**config.mk**
```make
export PLATFORM = sky130hd
export DESIGN_NAME = usart_sync_slave
export DESIGN_NICKNAME = d
export VERILOG_FILES = /design/src/usart_slave_pkg.sv /design/src/usart_edge_sync.sv /design/src/usart_sync_slave.sv
export SDC_FILE = /design/constraint.sdc
export NUM_CORES = 1
export LEC_CHECK = 0
export BUFFER_PORTS_ARGS = -buffer_cell sky130_fd_sc_hd__buf_2
export CAP_MARGIN = 15
export CORE_ASPECT_RATIO = 1.2
export CORE_UTILIZATION = 53
export CTS_CLUSTER_DIAMETER = 50
export DETAILED_ROUTE_END_ITERATION = 12
export GPL_TIMING_DRIVEN = 0
export MAX_ROUTING_LAYER = met4
export PLACE_DENSITY = 0.81
export REMOVE_ABC_BUFFERS = 1
export SLEW_MARGIN = 20
export SYNTH_ARGS = -nofsm -noshare
export SYNTH_HDL_FRONTEND = slang
export SYNTH_SLANG_ARGS = --single-unit
export TNS_END_PERCENT = 20
```
**constraint.sdc**
```tcl
create_clock -name i_clk -period 2.5 [get_ports i_clk]
set_input_delay 0.5 -clock i_clk [delete_from_list [all_inputs] [get_ports i_clk]]
set_output_delay 0.5 -clock i_clk [all_outputs]
set_load 0.005 [all_outputs]
```
**src/usart_slave_pkg.sv**
```systemverilog
// Package with register map, field positions and shared types of the synchronous slave USART.
package usart_slave_pkg;

   // ==========================================================================
   // Register map (byte addresses)
   // ==========================================================================
   localparam logic [7:0] TX_CTRL_ADDR = 8'h00;
   localparam logic [7:0] RX_CTRL_ADDR = 8'h04;
   localparam logic [7:0] TX_HOLD_ADDR = 8'h08;
   localparam logic [7:0] RX_HOLD_ADDR = 8'h0c;
   localparam logic [7:0] IRQ_CTRL_ADDR = 8'h10;

   // ==========================================================================
   // Field positions
   // ==========================================================================
   localparam int TX_NINTH_POS = 0;
   localparam int TX_SHIFT_EMPTY_POS = 1;
   localparam int SYNC_MODE_POS = 4;
   localparam int TX_ENABLE_POS = 5;
   localparam int TX_NINE_POS = 6;
   localparam int CLK_SRC_POS = 7;
   localparam int RX_NINTH_POS = 0;
   localparam int OVERRUN_POS = 1;
   localparam int CONT_RX_POS = 4;
   localparam int SINGLE_RX_POS = 5;
   localparam int RX_NINE_POS = 6;
   localparam int PORT_EN_POS = 7;
   localparam int TX_IE_POS = 0;
   localparam int RX_IE_POS = 1;
   localparam int GIE_POS = 2;
   localparam int TX_FLAG_POS = 4;
   localparam int RX_FLAG_POS = 5;

   // ==========================================================================
   // Reset values
   // ==========================================================================
   localparam logic [7:0] TX_CTRL_RESET = 8'h00;
   localparam logic [7:0] RX_CTRL_RESET = 8'h00;
   localparam logic [2:0] IRQ_CTRL_RESET = 3'h0;

   localparam logic [1:0] RESP_OKAY = 2'h0;
   localparam logic [1:0] RESP_SLVERR = 2'h2;

   // Transmit engine states.
   typedef enum logic [2:0] {
      TX_IDLE = 3'b001,
      TX_SHIFT = 3'b010,
      TX_LOAD = 3'b100
   } tx_state_t;

   // One nine-bit word with its ninth bit on top.
   typedef struct packed {
      logic ninth;
      logic [7:0] data;
   } word_t;

   // Configuration seen by the shift engine.
   typedef struct packed {
      logic port_en;
      logic sync_mode;
      logic clk_src;
      logic tx_en;
      logic tx_nine;
      logic rx_nine;
      logic cont_rx;
   } cfg_t;

endpackage

```
**src/usart_edge_sync.sv**
```systemverilog
// Two-stage synchroniser with edge detection for a pin input.
`timescale 1ns/1ps
`default_nettype none
module usart_edge_sync (
   input wire logic i_clk,
   input wire logic i_nrst,
   input wire logic i_ce,
   input wire logic i_pin,
   output logic o_level,
   output logic o_rise,
   output logic o_fall
);
   logic meta_q, meta_d;
   logic sync_q, sync_d;
   logic last_q, last_d;

   always_comb begin
      meta_d = i_pin;
      sync_d = meta_q;
      last_d = sync_q;
   end

   always_ff @(posedge i_clk or negedge i_nrst) begin
      if (!i_nrst) begin
         meta_q <= 1'b0;
         sync_q <= 1'b0;
         last_q <= 1'b0;
      end else if (i_ce) begin
         meta_q <= meta_d;
         sync_q <= sync_d;
         last_q <= last_d;
      end
   end

   assign o_level = sync_q;
   assign o_rise = sync_q & ~last_q;
   assign o_fall = ~sync_q & last_q;
endmodule
`default_nettype wire

```
**src/usart_sync_slave.sv**
```systemverilog
// Synchronous slave USART with an AXI4-Lite register port.
// Operation
// - Shift clock comes only from master.
// - Shifting continues while the core sleeps.
// - Cleared clock source bit selects slave.
// - Transmit behaves like master, except sleep.
// - First word loads shifter immediately, shifts.
// - Second word waits; flag stays clear.
// - After shift-out, load second, set flag.
// - Transmit flag with enable wakes; vectors if global enable.
// - Stored ninth bit sent in 9-bit mode.
// - Single receive enable ignored in slave.
// - Continuous receive accepts words in sleep.
// - Full word moves to holding; wakes.
// - Receive done flag; interrupt only enabled.
// - Ninth bit and errors in status.
// - Holding register presents low eight bits.
// - Errors stay until continuous receive cleared.
`timescale 1ns/1ps
`default_nettype none
module usart_sync_slave
   import usart_slave_pkg::*;
(
   input wire logic i_clk,
   input wire logic i_nrst,
   input wire logic i_ce,
   input wire logic i_sleep,
   input wire logic i_shift_clock_pin,
   input wire logic i_rx_data_pin,
   output logic o_tx_data_pin,
   output logic o_tx_data_oe,
   output logic o_wake,
   output logic o_irq_vector,
   input wire logic [7:0] i_awaddr,
   input wire logic i_awvalid,
   output logic o_awready,
   input wire logic [31:0] i_wdata,
   input wire logic [3:0] i_wstrb,
   input wire logic i_wvalid,
   output logic o_wready,
   output logic [1:0] o_bresp,
   output logic o_bvalid,
   input wire logic i_bready,
   input wire logic [7:0] i_araddr,
   input wire logic i_arvalid,
   output logic o_arready,
   output logic [31:0] o_rdata,
   output logic [1:0] o_rresp,
   output logic o_rvalid,
   input wire logic i_rready
);
   // =========================================================================
   // Pin synchronisation
   // =========================================================================
   logic ck_rise, ck_fall, rx_level;

   usart_edge_sync ck_sync (
      .i_clk(i_clk), .i_nrst(i_nrst), .i_ce(i_ce), .i_pin(i_shift_clock_pin),
      .o_level(), .o_rise(ck_rise), .o_fall(ck_fall)
   );
   usart_edge_sync rx_sync (
      .i_clk(i_clk), .i_nrst(i_nrst), .i_ce(i_ce), .i_pin(i_rx_data_pin),
      .o_level(rx_level), .o_rise(), .o_fall()
   );

   // =========================================================================
   // Registers
   // =========================================================================
   logic [7:0] tx_ctrl_q, tx_ctrl_d, rx_ctrl_q, rx_ctrl_d;
   logic [2:0] irq_ctrl_q, irq_ctrl_d;
   word_t hold_q, hold_d, tsr_q, tsr_d, rxh_q, rxh_d, rsr_q, rsr_d;
   logic hold_full_q, hold_full_d, tx_flag_q, tx_flag_d, rx_flag_q, rx_flag_d;
   logic overrun_q, overrun_d;
   logic [3:0] tx_cnt_q, tx_cnt_d, rx_cnt_q, rx_cnt_d;
   tx_state_t tx_st_q, tx_st_d;
   cfg_t cfg;
   logic active, tx_last, rx_done;
   logic wr_go, rd_go, hold_wr, rxh_rd;

   // slave selected by cleared clock source bit
   assign cfg = '{port_en: rx_ctrl_q[PORT_EN_POS], sync_mode: tx_ctrl_q[SYNC_MODE_POS],
                  clk_src: tx_ctrl_q[CLK_SRC_POS], tx_en: tx_ctrl_q[TX_ENABLE_POS],
                  tx_nine: tx_ctrl_q[TX_NINE_POS], rx_nine: rx_ctrl_q[RX_NINE_POS],
                  cont_rx: rx_ctrl_q[CONT_RX_POS]};
   assign active = cfg.port_en & cfg.sync_mode & ~cfg.clk_src;

   // =========================================================================
   // AXI4-Lite handshakes
   // =========================================================================
   logic bvalid_q, bvalid_d, rvalid_q, rvalid_d;
   logic [1:0] bresp_q, bresp_d, rresp_q, rresp_d;
   logic [31:0] rdata_q, rdata_d;
   logic aw_ok, ar_ok;

   assign wr_go = i_awvalid & i_wvalid & ~bvalid_q;
   assign rd_go = i_arvalid & ~rvalid_q;
   assign o_awready = wr_go;
   assign o_wready = wr_go;
   assign o_arready = rd_go;
   assign aw_ok = (i_awaddr == TX_CTRL_ADDR) | (i_awaddr == RX_CTRL_ADDR) |
                  (i_awaddr == TX_HOLD_ADDR) | (i_awaddr == RX_HOLD_ADDR) |
                  (i_awaddr == IRQ_CTRL_ADDR);
   assign ar_ok = (i_araddr == TX_CTRL_ADDR) | (i_araddr == RX_CTRL_ADDR) |
                  (i_araddr == TX_HOLD_ADDR) | (i_araddr == RX_HOLD_ADDR) |
                  (i_araddr == IRQ_CTRL_ADDR);
   assign hold_wr = wr_go & i_wstrb[0] & (i_awaddr == TX_HOLD_ADDR);
   assign rxh_rd = rd_go & (i_araddr == RX_HOLD_ADDR);

   always_comb begin
      bvalid_d = bvalid_q;
      bresp_d = bresp_q;
      rvalid_d = rvalid_q;
      rresp_d = rresp_q;
      rdata_d = rdata_q;
      if (bvalid_q && i_bready) begin
         bvalid_d = 1'b0;
      end
      if (wr_go) begin
         bvalid_d = 1'b1;
         bresp_d = aw_ok ? RESP_OKAY : RESP_SLVERR;
      end
      if (rvalid_q && i_rready) begin
         rvalid_d = 1'b0;
      end
      if (rd_go) begin
         rvalid_d = 1'b1;
         rresp_d = ar_ok ? RESP_OKAY : RESP_SLVERR;
         rdata_d = 32'h0;
         case (i_araddr)
            TX_CTRL_ADDR: begin
               rdata_d[7:0] = tx_ctrl_q;
               rdata_d[TX_SHIFT_EMPTY_POS] = (tx_st_q == TX_IDLE);
            end
            // ninth bit and error in status
            RX_CTRL_ADDR: begin
               rdata_d[7:0] = rx_ctrl_q;
               rdata_d[RX_NINTH_POS] = rxh_q.ninth;
               rdata_d[OVERRUN_POS] = overrun_q;
            end
            TX_HOLD_ADDR: rdata_d[7:0] = hold_q.data;
            RX_HOLD_ADDR: rdata_d[7:0] = rxh_q.data;
            IRQ_CTRL_ADDR: begin
               rdata_d[2:0] = irq_ctrl_q;
               rdata_d[TX_FLAG_POS] = tx_flag_q;
               rdata_d[RX_FLAG_POS] = rx_flag_q;
            end
            default: rdata_d = 32'h0;
         endcase
      end
   end

   // =========================================================================
   // Control registers
   // =========================================================================
   always_comb begin
      tx_ctrl_d = tx_ctrl_q;
      rx_ctrl_d = rx_ctrl_q;
      irq_ctrl_d = irq_ctrl_q;
      if (wr_go && i_wstrb[0]) begin
         case (i_awaddr)
            TX_CTRL_ADDR: tx_ctrl_d = i_wdata[7:0] & 8'hf1;
            RX_CTRL_ADDR: rx_ctrl_d = i_wdata[7:0] & 8'hf0;
            IRQ_CTRL_ADDR: irq_ctrl_d = i_wdata[2:0];
            default: ;
         endcase
      end
   end

   // =========================================================================
   // Transmit engine
   // =========================================================================
   // The last bit is the ninth in 9-bit mode and the eighth otherwise.
   assign tx_last = (tx_cnt_q == (cfg.tx_nine ? 4'h8 : 4'h7));

   always_comb begin
      tx_st_d = tx_st_q;
      tsr_d = tsr_q;
      tx_cnt_d = tx_cnt_q;
      hold_d = hold_q;
      hold_full_d = hold_full_q;
      tx_flag_d = tx_flag_q;
      if (hold_wr) begin
         hold_d = '{ninth: tx_ctrl_q[TX_NINTH_POS], data: i_wdata[7:0]};
         hold_full_d = 1'b1;
         tx_flag_d = 1'b0;
      end
      case (tx_st_q)
         TX_IDLE: begin
            // occupied holding register loads an idle shifter at once
            if (hold_full_q && active && cfg.tx_en) begin
               tsr_d = hold_q;
               tx_cnt_d = 4'h0;
               hold_full_d = hold_wr;
               tx_flag_d = ~hold_wr;
               tx_st_d = TX_SHIFT;
            end
         end
         TX_SHIFT: begin
            if (!active || !cfg.tx_en) begin
               tx_st_d = TX_IDLE;
            end else if (ck_fall) begin
               if (tx_last) begin
                  // second word waits until the shifter empties
                  tx_st_d = TX_LOAD;
               end else begin
                  tsr_d.data = {tsr_q.ninth, tsr_q.data[7:1]};
                  tx_cnt_d = tx_cnt_q + 4'h1;
               end
            end
         end
         TX_LOAD: tx_st_d = TX_IDLE;
         default: tx_st_d = TX_IDLE;
      endcase
   end

   // ninth bit shifted after data; pin held high outside TX_SHIFT
   assign o_tx_data_pin = (tx_st_q == TX_SHIFT) ? tsr_q.data[0] : 1'b1;
   assign o_tx_data_oe = active & cfg.tx_en;

   // =========================================================================
   // Receive engine
   // =========================================================================
   always_comb begin
      rsr_d = rsr_q;
      rx_cnt_d = rx_cnt_q;
      rxh_d = rxh_q;
      rx_flag_d = rx_flag_q & ~rxh_rd;
      overrun_d = overrun_q;
      rx_done = 1'b0;
      if (active && cfg.cont_rx && ck_rise) begin
         rsr_d = {rx_level, rsr_q[8:1]};
         rx_cnt_d = rx_cnt_q + 4'h1;
         // ninth bit captured in 9-bit mode
         if (rx_cnt_q == (cfg.rx_nine ? 4'h8 : 4'h7)) begin
            rx_cnt_d = 4'h0;
            rx_done = 1'b1;
         end
      end
      if (rx_done) begin
         // full word moves to holding register
         rxh_d = cfg.rx_nine ? word_t'({rx_level, rsr_q[8:1]}) :
                               word_t'({1'b0, rx_level, rsr_q[8:2]});
         if (rx_flag_q && !rxh_rd) begin
            overrun_d = 1'b1;
         end
         // receive done flag, set wins over read
         rx_flag_d = 1'b1;
      end
      if (!cfg.cont_rx) begin
         overrun_d = 1'b0;
         rx_cnt_d = 4'h0;
      end
   end

   // =========================================================================
   // Wake and interrupt
   // =========================================================================
   logic irq_any;
   // request only when the flag's own enable set
   assign irq_any = (tx_flag_q & irq_ctrl_q[TX_IE_POS]) | (rx_flag_q & irq_ctrl_q[RX_IE_POS]);
   assign o_wake = irq_any;
   assign o_irq_vector = irq_any & irq_ctrl_q[GIE_POS];

   always_ff @(posedge i_clk or negedge i_nrst) begin
      if (!i_nrst) begin
         tx_ctrl_q <= TX_CTRL_RESET;
         rx_ctrl_q <= RX_CTRL_RESET;
         irq_ctrl_q <= IRQ_CTRL_RESET;
         hold_q <= '0;
         tsr_q <= '0;
         rxh_q <= '0;
         rsr_q <= '0;
         hold_full_q <= 1'b0;
         tx_flag_q <= 1'b1;
         rx_flag_q <= 1'b0;
         overrun_q <= 1'b0;
         tx_cnt_q <= 4'h0;
         rx_cnt_q <= 4'h0;
         tx_st_q <= TX_IDLE;
         bvalid_q <= 1'b0;
         bresp_q <= RESP_OKAY;
         rvalid_q <= 1'b0;
         rresp_q <= RESP_OKAY;
         rdata_q <= 32'h0;
      end else if (i_ce) begin
         tx_ctrl_q <= tx_ctrl_d;
         rx_ctrl_q <= rx_ctrl_d;
         irq_ctrl_q <= irq_ctrl_d;
         hold_q <= hold_d;
         tsr_q <= tsr_d;
         rxh_q <= rxh_d;
         rsr_q <= rsr_d;
         hold_full_q <= hold_full_d;
         tx_flag_q <= tx_flag_d;
         rx_flag_q <= rx_flag_d;
         overrun_q <= overrun_d;
         tx_cnt_q <= tx_cnt_d;
         rx_cnt_q <= rx_cnt_d;
         tx_st_q <= tx_st_d;
         bvalid_q <= bvalid_d;
         bresp_q <= bresp_d;
         rvalid_q <= rvalid_d;
         rresp_q <= rresp_d;
         rdata_q <= rdata_d;
      end
   end

   assign o_bvalid = bvalid_q;
   assign o_bresp = bresp_q;
   assign o_rvalid = rvalid_q;
   assign o_rresp = rresp_q;
   assign o_rdata = rdata_q;
endmodule
`default_nettype wire

```
==> results of run 1 <==
[where the power goes]
group	internal [mW]	switching, mW	leakage (nW)
sequential	1.30	0.0209	1.06
combinational	0.0669	0.0960	0.976
clock	0.509	0.442	0.0985
[cells by family after synthesis]
logic type	count (synthesis)	share of synthesized area (%)
DFF	79	50.10
other	1	0.09491
muxes	51	16.72
and+or+nand+nor	116	14.98
AOI/OAI and AO/OA	64	9.785
buffers and inverters	52	7.695
adders and majority gates	2	0.6332
[cell type report]
class,instances,area [um2]
fillers,568,2786
flip-flops and latches,79,1979
multi-input cells,259,1778
repair buffers,60,340.3
clock buffers,12,155.1
well taps,90,112.6
clock inverters,3,42.54
inverters,10,37.54
[sequential cells by signal, indices dropped and copies added (netlist names), 3 cells and up]
signal and count:
rsr_q 8, tx_st_q 3, hold_q 9, tsr_q 9, rxh_q 9, tx_ctrl_q 5
rx_ctrl_q 4, rx_cnt_q 4, o_rdata 8, tx_cnt_q 4, irq_ctrl_q 3
[through the flow]
| stage | worst slack [ns] | total power, mW | TNS (ns) |
|---|---|---|---|
| 4_1_cts | 0.04911 | 2.451 | 0 |
| 6_report | 0.2553 | 2.437 | 0 |
| 3_3_place_gp | -1.090 | 1.498 | -13.13 |
| 2_1_floorplan | -0.3528 | 1.405 | -2.251 |
| 5_1_grt | 0.04278 | 2.532 | 0 |
| 3_5_place_dp | -0.3709 | 1.511 | -3.159 |
[path summary, 6_finish.rpt]
check / to / depth (start not counted)
min reg2reg: o_rresp[1] / 1
max reg2reg: overrun_q / 5
min: o_rvalid / 1
max: hold_q[5] / 6
min in group i_clk: rx_sync.meta_q / 2
max in group asynchronous: tx_st_q[0] / 2
[worst max-delay path, stage by stage]
cell	delay (ns)
buf_2	0.38
inv_1	0.13
nor3_2	0.34
nand3_2	0.15
or4b_4	0.63
mux2_4	0.34
[layer usage]
metal	routed length, um	vias up	track usage, %
met5	0	-	-
met4	195	0	12.20
met3	303	13	3.380
met2	4258	77	36.76
met1	3345	1424	27.25
li1	-	1352	-
[cells in the mapped netlist (all sizes together), types with 5 or more instances]
master	n	area (um2)
a21oi	13	65.06
a31oi	15	93.84
buf	30	221.5
clkbuf	12	45.04
dfrtp	77	1927
inv	10	37.54
mux2	36	435.4
mux2i	9	90.09
mux4	6	135.1
nand2	44	165.2
nand3	10	55.05
nand4	5	31.28
nor2	27	108.9
nor2b	7	43.79
o21ai	21	105.1
[placed cells by master, fill, tap and decap left out, drive strengths merged, types with 2 or more instances in the layout]
master	count
dfstp	2
nor2	27
mux4	6
nand3b	2
inv	10
a21oi	13
a21o	3
nand4	5
o22ai	2
mux2	36
dfrtp	77
buf	60
nand2	44
a22o	3
nor4	2
nor2b	7
nor3	3
ha	2
a31oi	15
conb	26
nor3b	3
clkbuf	12
nand3	10
o21ai	21
or4	3
or4b	2
and2	2
mux2i	9
[timing repair]
item	4_1_cts	5_1_grt
endpoints found under the setup margin	9	9
hold buffers	0	0
resized for setup	2	0
pin swaps	0	1
setup buffers	0	5
==> metrics, run 1 <==
Final Util=61.47%; Crit Path Category=in2reg; Setup crit start kind=primary input; final setup vio count=0; unrepaired setup endpoints after global routing=false; async set or reset register ratio after synthesis=100.0%; Fmax achieved=0.4455 GHz; Placed Area=4203 um2; clk sinks=79; Hold Path Class=in2async; die extent in y=96.59 um; drt via density=5.587; Port Buffers=53; Rows=34; Ys Warns=0; Slew Limit Fails=0; DRC=0; Layout Skew=0.006544 ns; Primary FF master, synth=dfrtp_1; Initial DRC Count=140; clk slew on worst S/H paths=0.08 ns; number of synthesized flops with an enable pin=0; initial core utilization=54.64%; Cell Area, Synth=3951 um2; drt pass-1 iters=4; post-route cell area=4446 um2; layout net count=484; worst hold-check slack=0.04268 ns; sequential area share after synthesis=50.09%; Longest Clk Path Bufs=2; CTS tree=yes; grt ovf=0; Non-Filler Instances=513; Antenna Violating Nets Remaining=0; Worst Path Required=2.75 ns; final-report hold violation count=0; DRT Wirelength=8.103 mm; initial antenna violation count=0; max_slew headroom=49.72%; Die ar.=7806 um2; Syn Inst Count=365; GRT Overall Usage=22.64%; PD cells=548.2 nW/um2; number of library cell types mapped by synthesis=50; Critical R2R Launch=rx_ctrl_q[6]; share of cells above drive strength 1=29.79%; crit path from=i_ce; Inserted Clock Buffers=9; fin crit share=89.79%; later-pin clock latency in the skew report=0.36 ns; crit path time final=2.245 ns; CP arrival=2.49 ns; P_leak=2.134 nW; Reg2Reg Setup Slack=0.33 ns; Syn-to-layout area delta=12.51%; H-tree depth=3; Final GP Congestion=0.7817; status=complete, no violations; WL per Instance=15.80 um; hpwl dp=5.858 mm; max cap viols=0; vias in the first global route=2694; Die Span X=80.82 um; root buffer cell=clkbuf_8; cell count after placement=493; CORE AREA=7232 um2; Worst setup EP type=flop; via count=2866; #FFs+latches synth=79; CP Max Fanout=21; I/O pins=108; ANT cells=0; Peak VDD IR=0.4881 mV; largest net degree at the start of global routing=57; first-pass GRT wire length=12.69 mm; Mapped Avg Cell Area=10.83 um2; Slew @ Worst Pin=0.7540 ns
Note: power is estimated with default switching activity, not from simulation.
==> inputs of run 2 (changes only) <==
--- a/config.mk
+++ b/config.mk
@@ -7,2 +7,3 @@
 export LEC_CHECK = 0
+export ABC_CLOCK_PERIOD_IN_PS = 2500
 export BUFFER_PORTS_ARGS = -buffer_cell sky130_fd_sc_hd__buf_2
==> constraint.sdc (replaced) <==
create_clock -name i_clk -period 2.5 [get_ports i_clk]
set_input_delay 0 -clock i_clk [delete_from_list [all_inputs] [get_ports i_clk]]
set_output_delay 0 -clock i_clk [all_outputs]
set_load 0.005 [all_outputs]
==> run 2 against run 1 <==
Against the previous run:
- final area up 3.6%
- worst setup slack better by 0.076 ns
- hold slack worse by 0.017 ns
- critical path type is now reg2reg
- largest cell class unchanged
- total power up 0.76%
- critical endpoint is now tx_cnt_q[3]
==> metrics, run 2 (synthesis gave the netlist of run 1 again) <==
die extent in y=96.59 um; vias in the first global route=2751; max cap viols=0; Critical R2R Launch=tx_st_q[0]; Inserted Clock Buffers=9; Setup crit start kind=flop; Slew @ Worst Pin=0.7525 ns; fillers=553; unrepaired setup endpoints after global routing=false; I/O pins=108; status=complete, no violations; fin crit share=86.74%; largest net degree at the start of global routing=57; Fmax achieved=0.4612 GHz; drt pass-1 iters=7; critical-path cell list=nor3b_1, nand4_1, o21ai_2, a21boi_0, a21o_1; Final GP Congestion=0.7817; CTS tree=yes; DRT Wirelength=8.292 mm; most common cell after layout, fill and taps aside=dfrtp_1; clk slew on worst S/H paths=0.07 ns; grt ovf=0; crit path from=tx_st_q[0]; Top Registers=hold_q (9), rxh_q (9), tsr_q (9); CORE AREA=7232 um2; Antenna Violating Nets Remaining=0; clk sinks=79; ANT cells=0; Die ar.=7806 um2; most frequent cells in the layout=dfrtp_1, buf_2, nand2_1; Final Util=63.69%; initial antenna violation count=0; GRT Overall Usage=23.46%; Max stage delay on crit path=0.56 ns; hpwl dp=5.858 mm; later-pin clock latency in the skew report=0.36 ns; end point of the critical path=tx_cnt_q[3]; Reg2Reg Depth=5; root buffer cell=clkbuf_8; crit path time final=2.168 ns; P_leak=2.201 nW; PD cells=533.1 nW/um2; share of cells above drive strength 1=28.70%; Port Buffers=53; r2r endpoint=tx_cnt_q[3]; final setup vio count=0; Slew Limit Fails=0; Syn-to-layout area delta=16.56%; Peak VDD IR=0.4869 mV; Longest Clk Path Bufs=2; H-tree depth=3; Fin Setup TNS=0 ns; Worst setup EP type=flop; max_slew headroom=49.83%; Reg2Reg Setup Slack=0.33 ns; Crit Path Category=reg2reg; Rows=34; final-report hold violation count=0; Hold Path Class=in2reg; Worst Path Required=2.75 ns; Die Span X=80.82 um; WL per Instance=15.67 um; Initial DRC Count=174; drt via density=5.554; first-pass GRT wire length=13.19 mm; slowest CP cell=dfstp_2; overall power=2.455 mW; CP Max Fanout=23; layout net count=500; CP arrival=2.42 ns; DRC=0; initial core utilization=54.64%; Layout Skew=0.007034 ns; via count=2938
-- run 2: critical path, delay by kind of cell (launching register included) --
kind,cells,cell delay [ns]
and+or+nand+nor,2,0.76
DFF,1,0.56
AOI/OAI and AO/OA,3,0.75
-- run 2: worst min-delay path by stage --
stage                       start        endpoint  cells past startpoint  slack [ns]
finish                i_awaddr[2]      o_bresp[1]                      3        0.03
global placement    i_rx_data_pin  rx_sync.meta_q                      2        0.23
CTS                   i_awaddr[2]      o_bresp[1]                      3        0.02
global route          i_awaddr[7]      o_bresp[1]                      4        0.07
floorplan                  i_nrst  ck_sync.last_q                      0       -0.30
detailed placement         i_nrst        o_rvalid                      1       -0.07
-- run 2: power breakdown --
group / internal (mW) / switching [mW]
logic: 0.0832 / 0.0988
registers: 1.30 / 0.0215
clock network: 0.509 / 0.441
total: 1.89 / 0.561
-- run 2: metal layers --
layer / vias up / global-route usage (%) / share of wire, %
met4: 0 / 11.76 / 2.7
met3: 20 / 3.380 / 2.6
li1: 1382 / - / -
met5: - / - / 0
met2: 67 / 38.17 / 53
met1: 1469 / 28.63 / 42
-- run 2: per-stage QoR --
stage          area, um2  setup slack (ns)  hold WS (ns)  std cells
6_report            4606            0.3316       0.02559        529
5_1_grt             4606           0.03670       0.07453        529
4_1_cts             4568           0.04911       0.01935        524
3_5_place_dp        4203           -0.3378      -0.07109        493
3_3_place_gp        4156            -1.090        0.2343        491
2_1_floorplan       3779           -0.3528       -0.2956        348
-- run 2: area by class of cell --
| type | instances | area, um2 | share of cell area, % |
|---|---|---|---|
| repair buffers | 76 | 500.5 | 10.87 |
| clock buffers | 12 | 155.1 | 3.369 |
| well taps | 90 | 112.6 | 2.445 |
| clock inverters | 3 | 42.54 | 0.9237 |
| flip-flops and latches | 79 | 1979 | 42.98 |
| inverters | 10 | 37.54 | 0.8150 |
| multi-input cells | 259 | 1778 | 38.60 |
-- run 2: timing repair --
item	4_1_cts	5_1_grt
resized for setup	2	0
endpoints found under the setup margin	9	9
hold endpoints to repair	104	0
pin swaps	0	1
buffers inserted	0	5
hold buffers	16	0
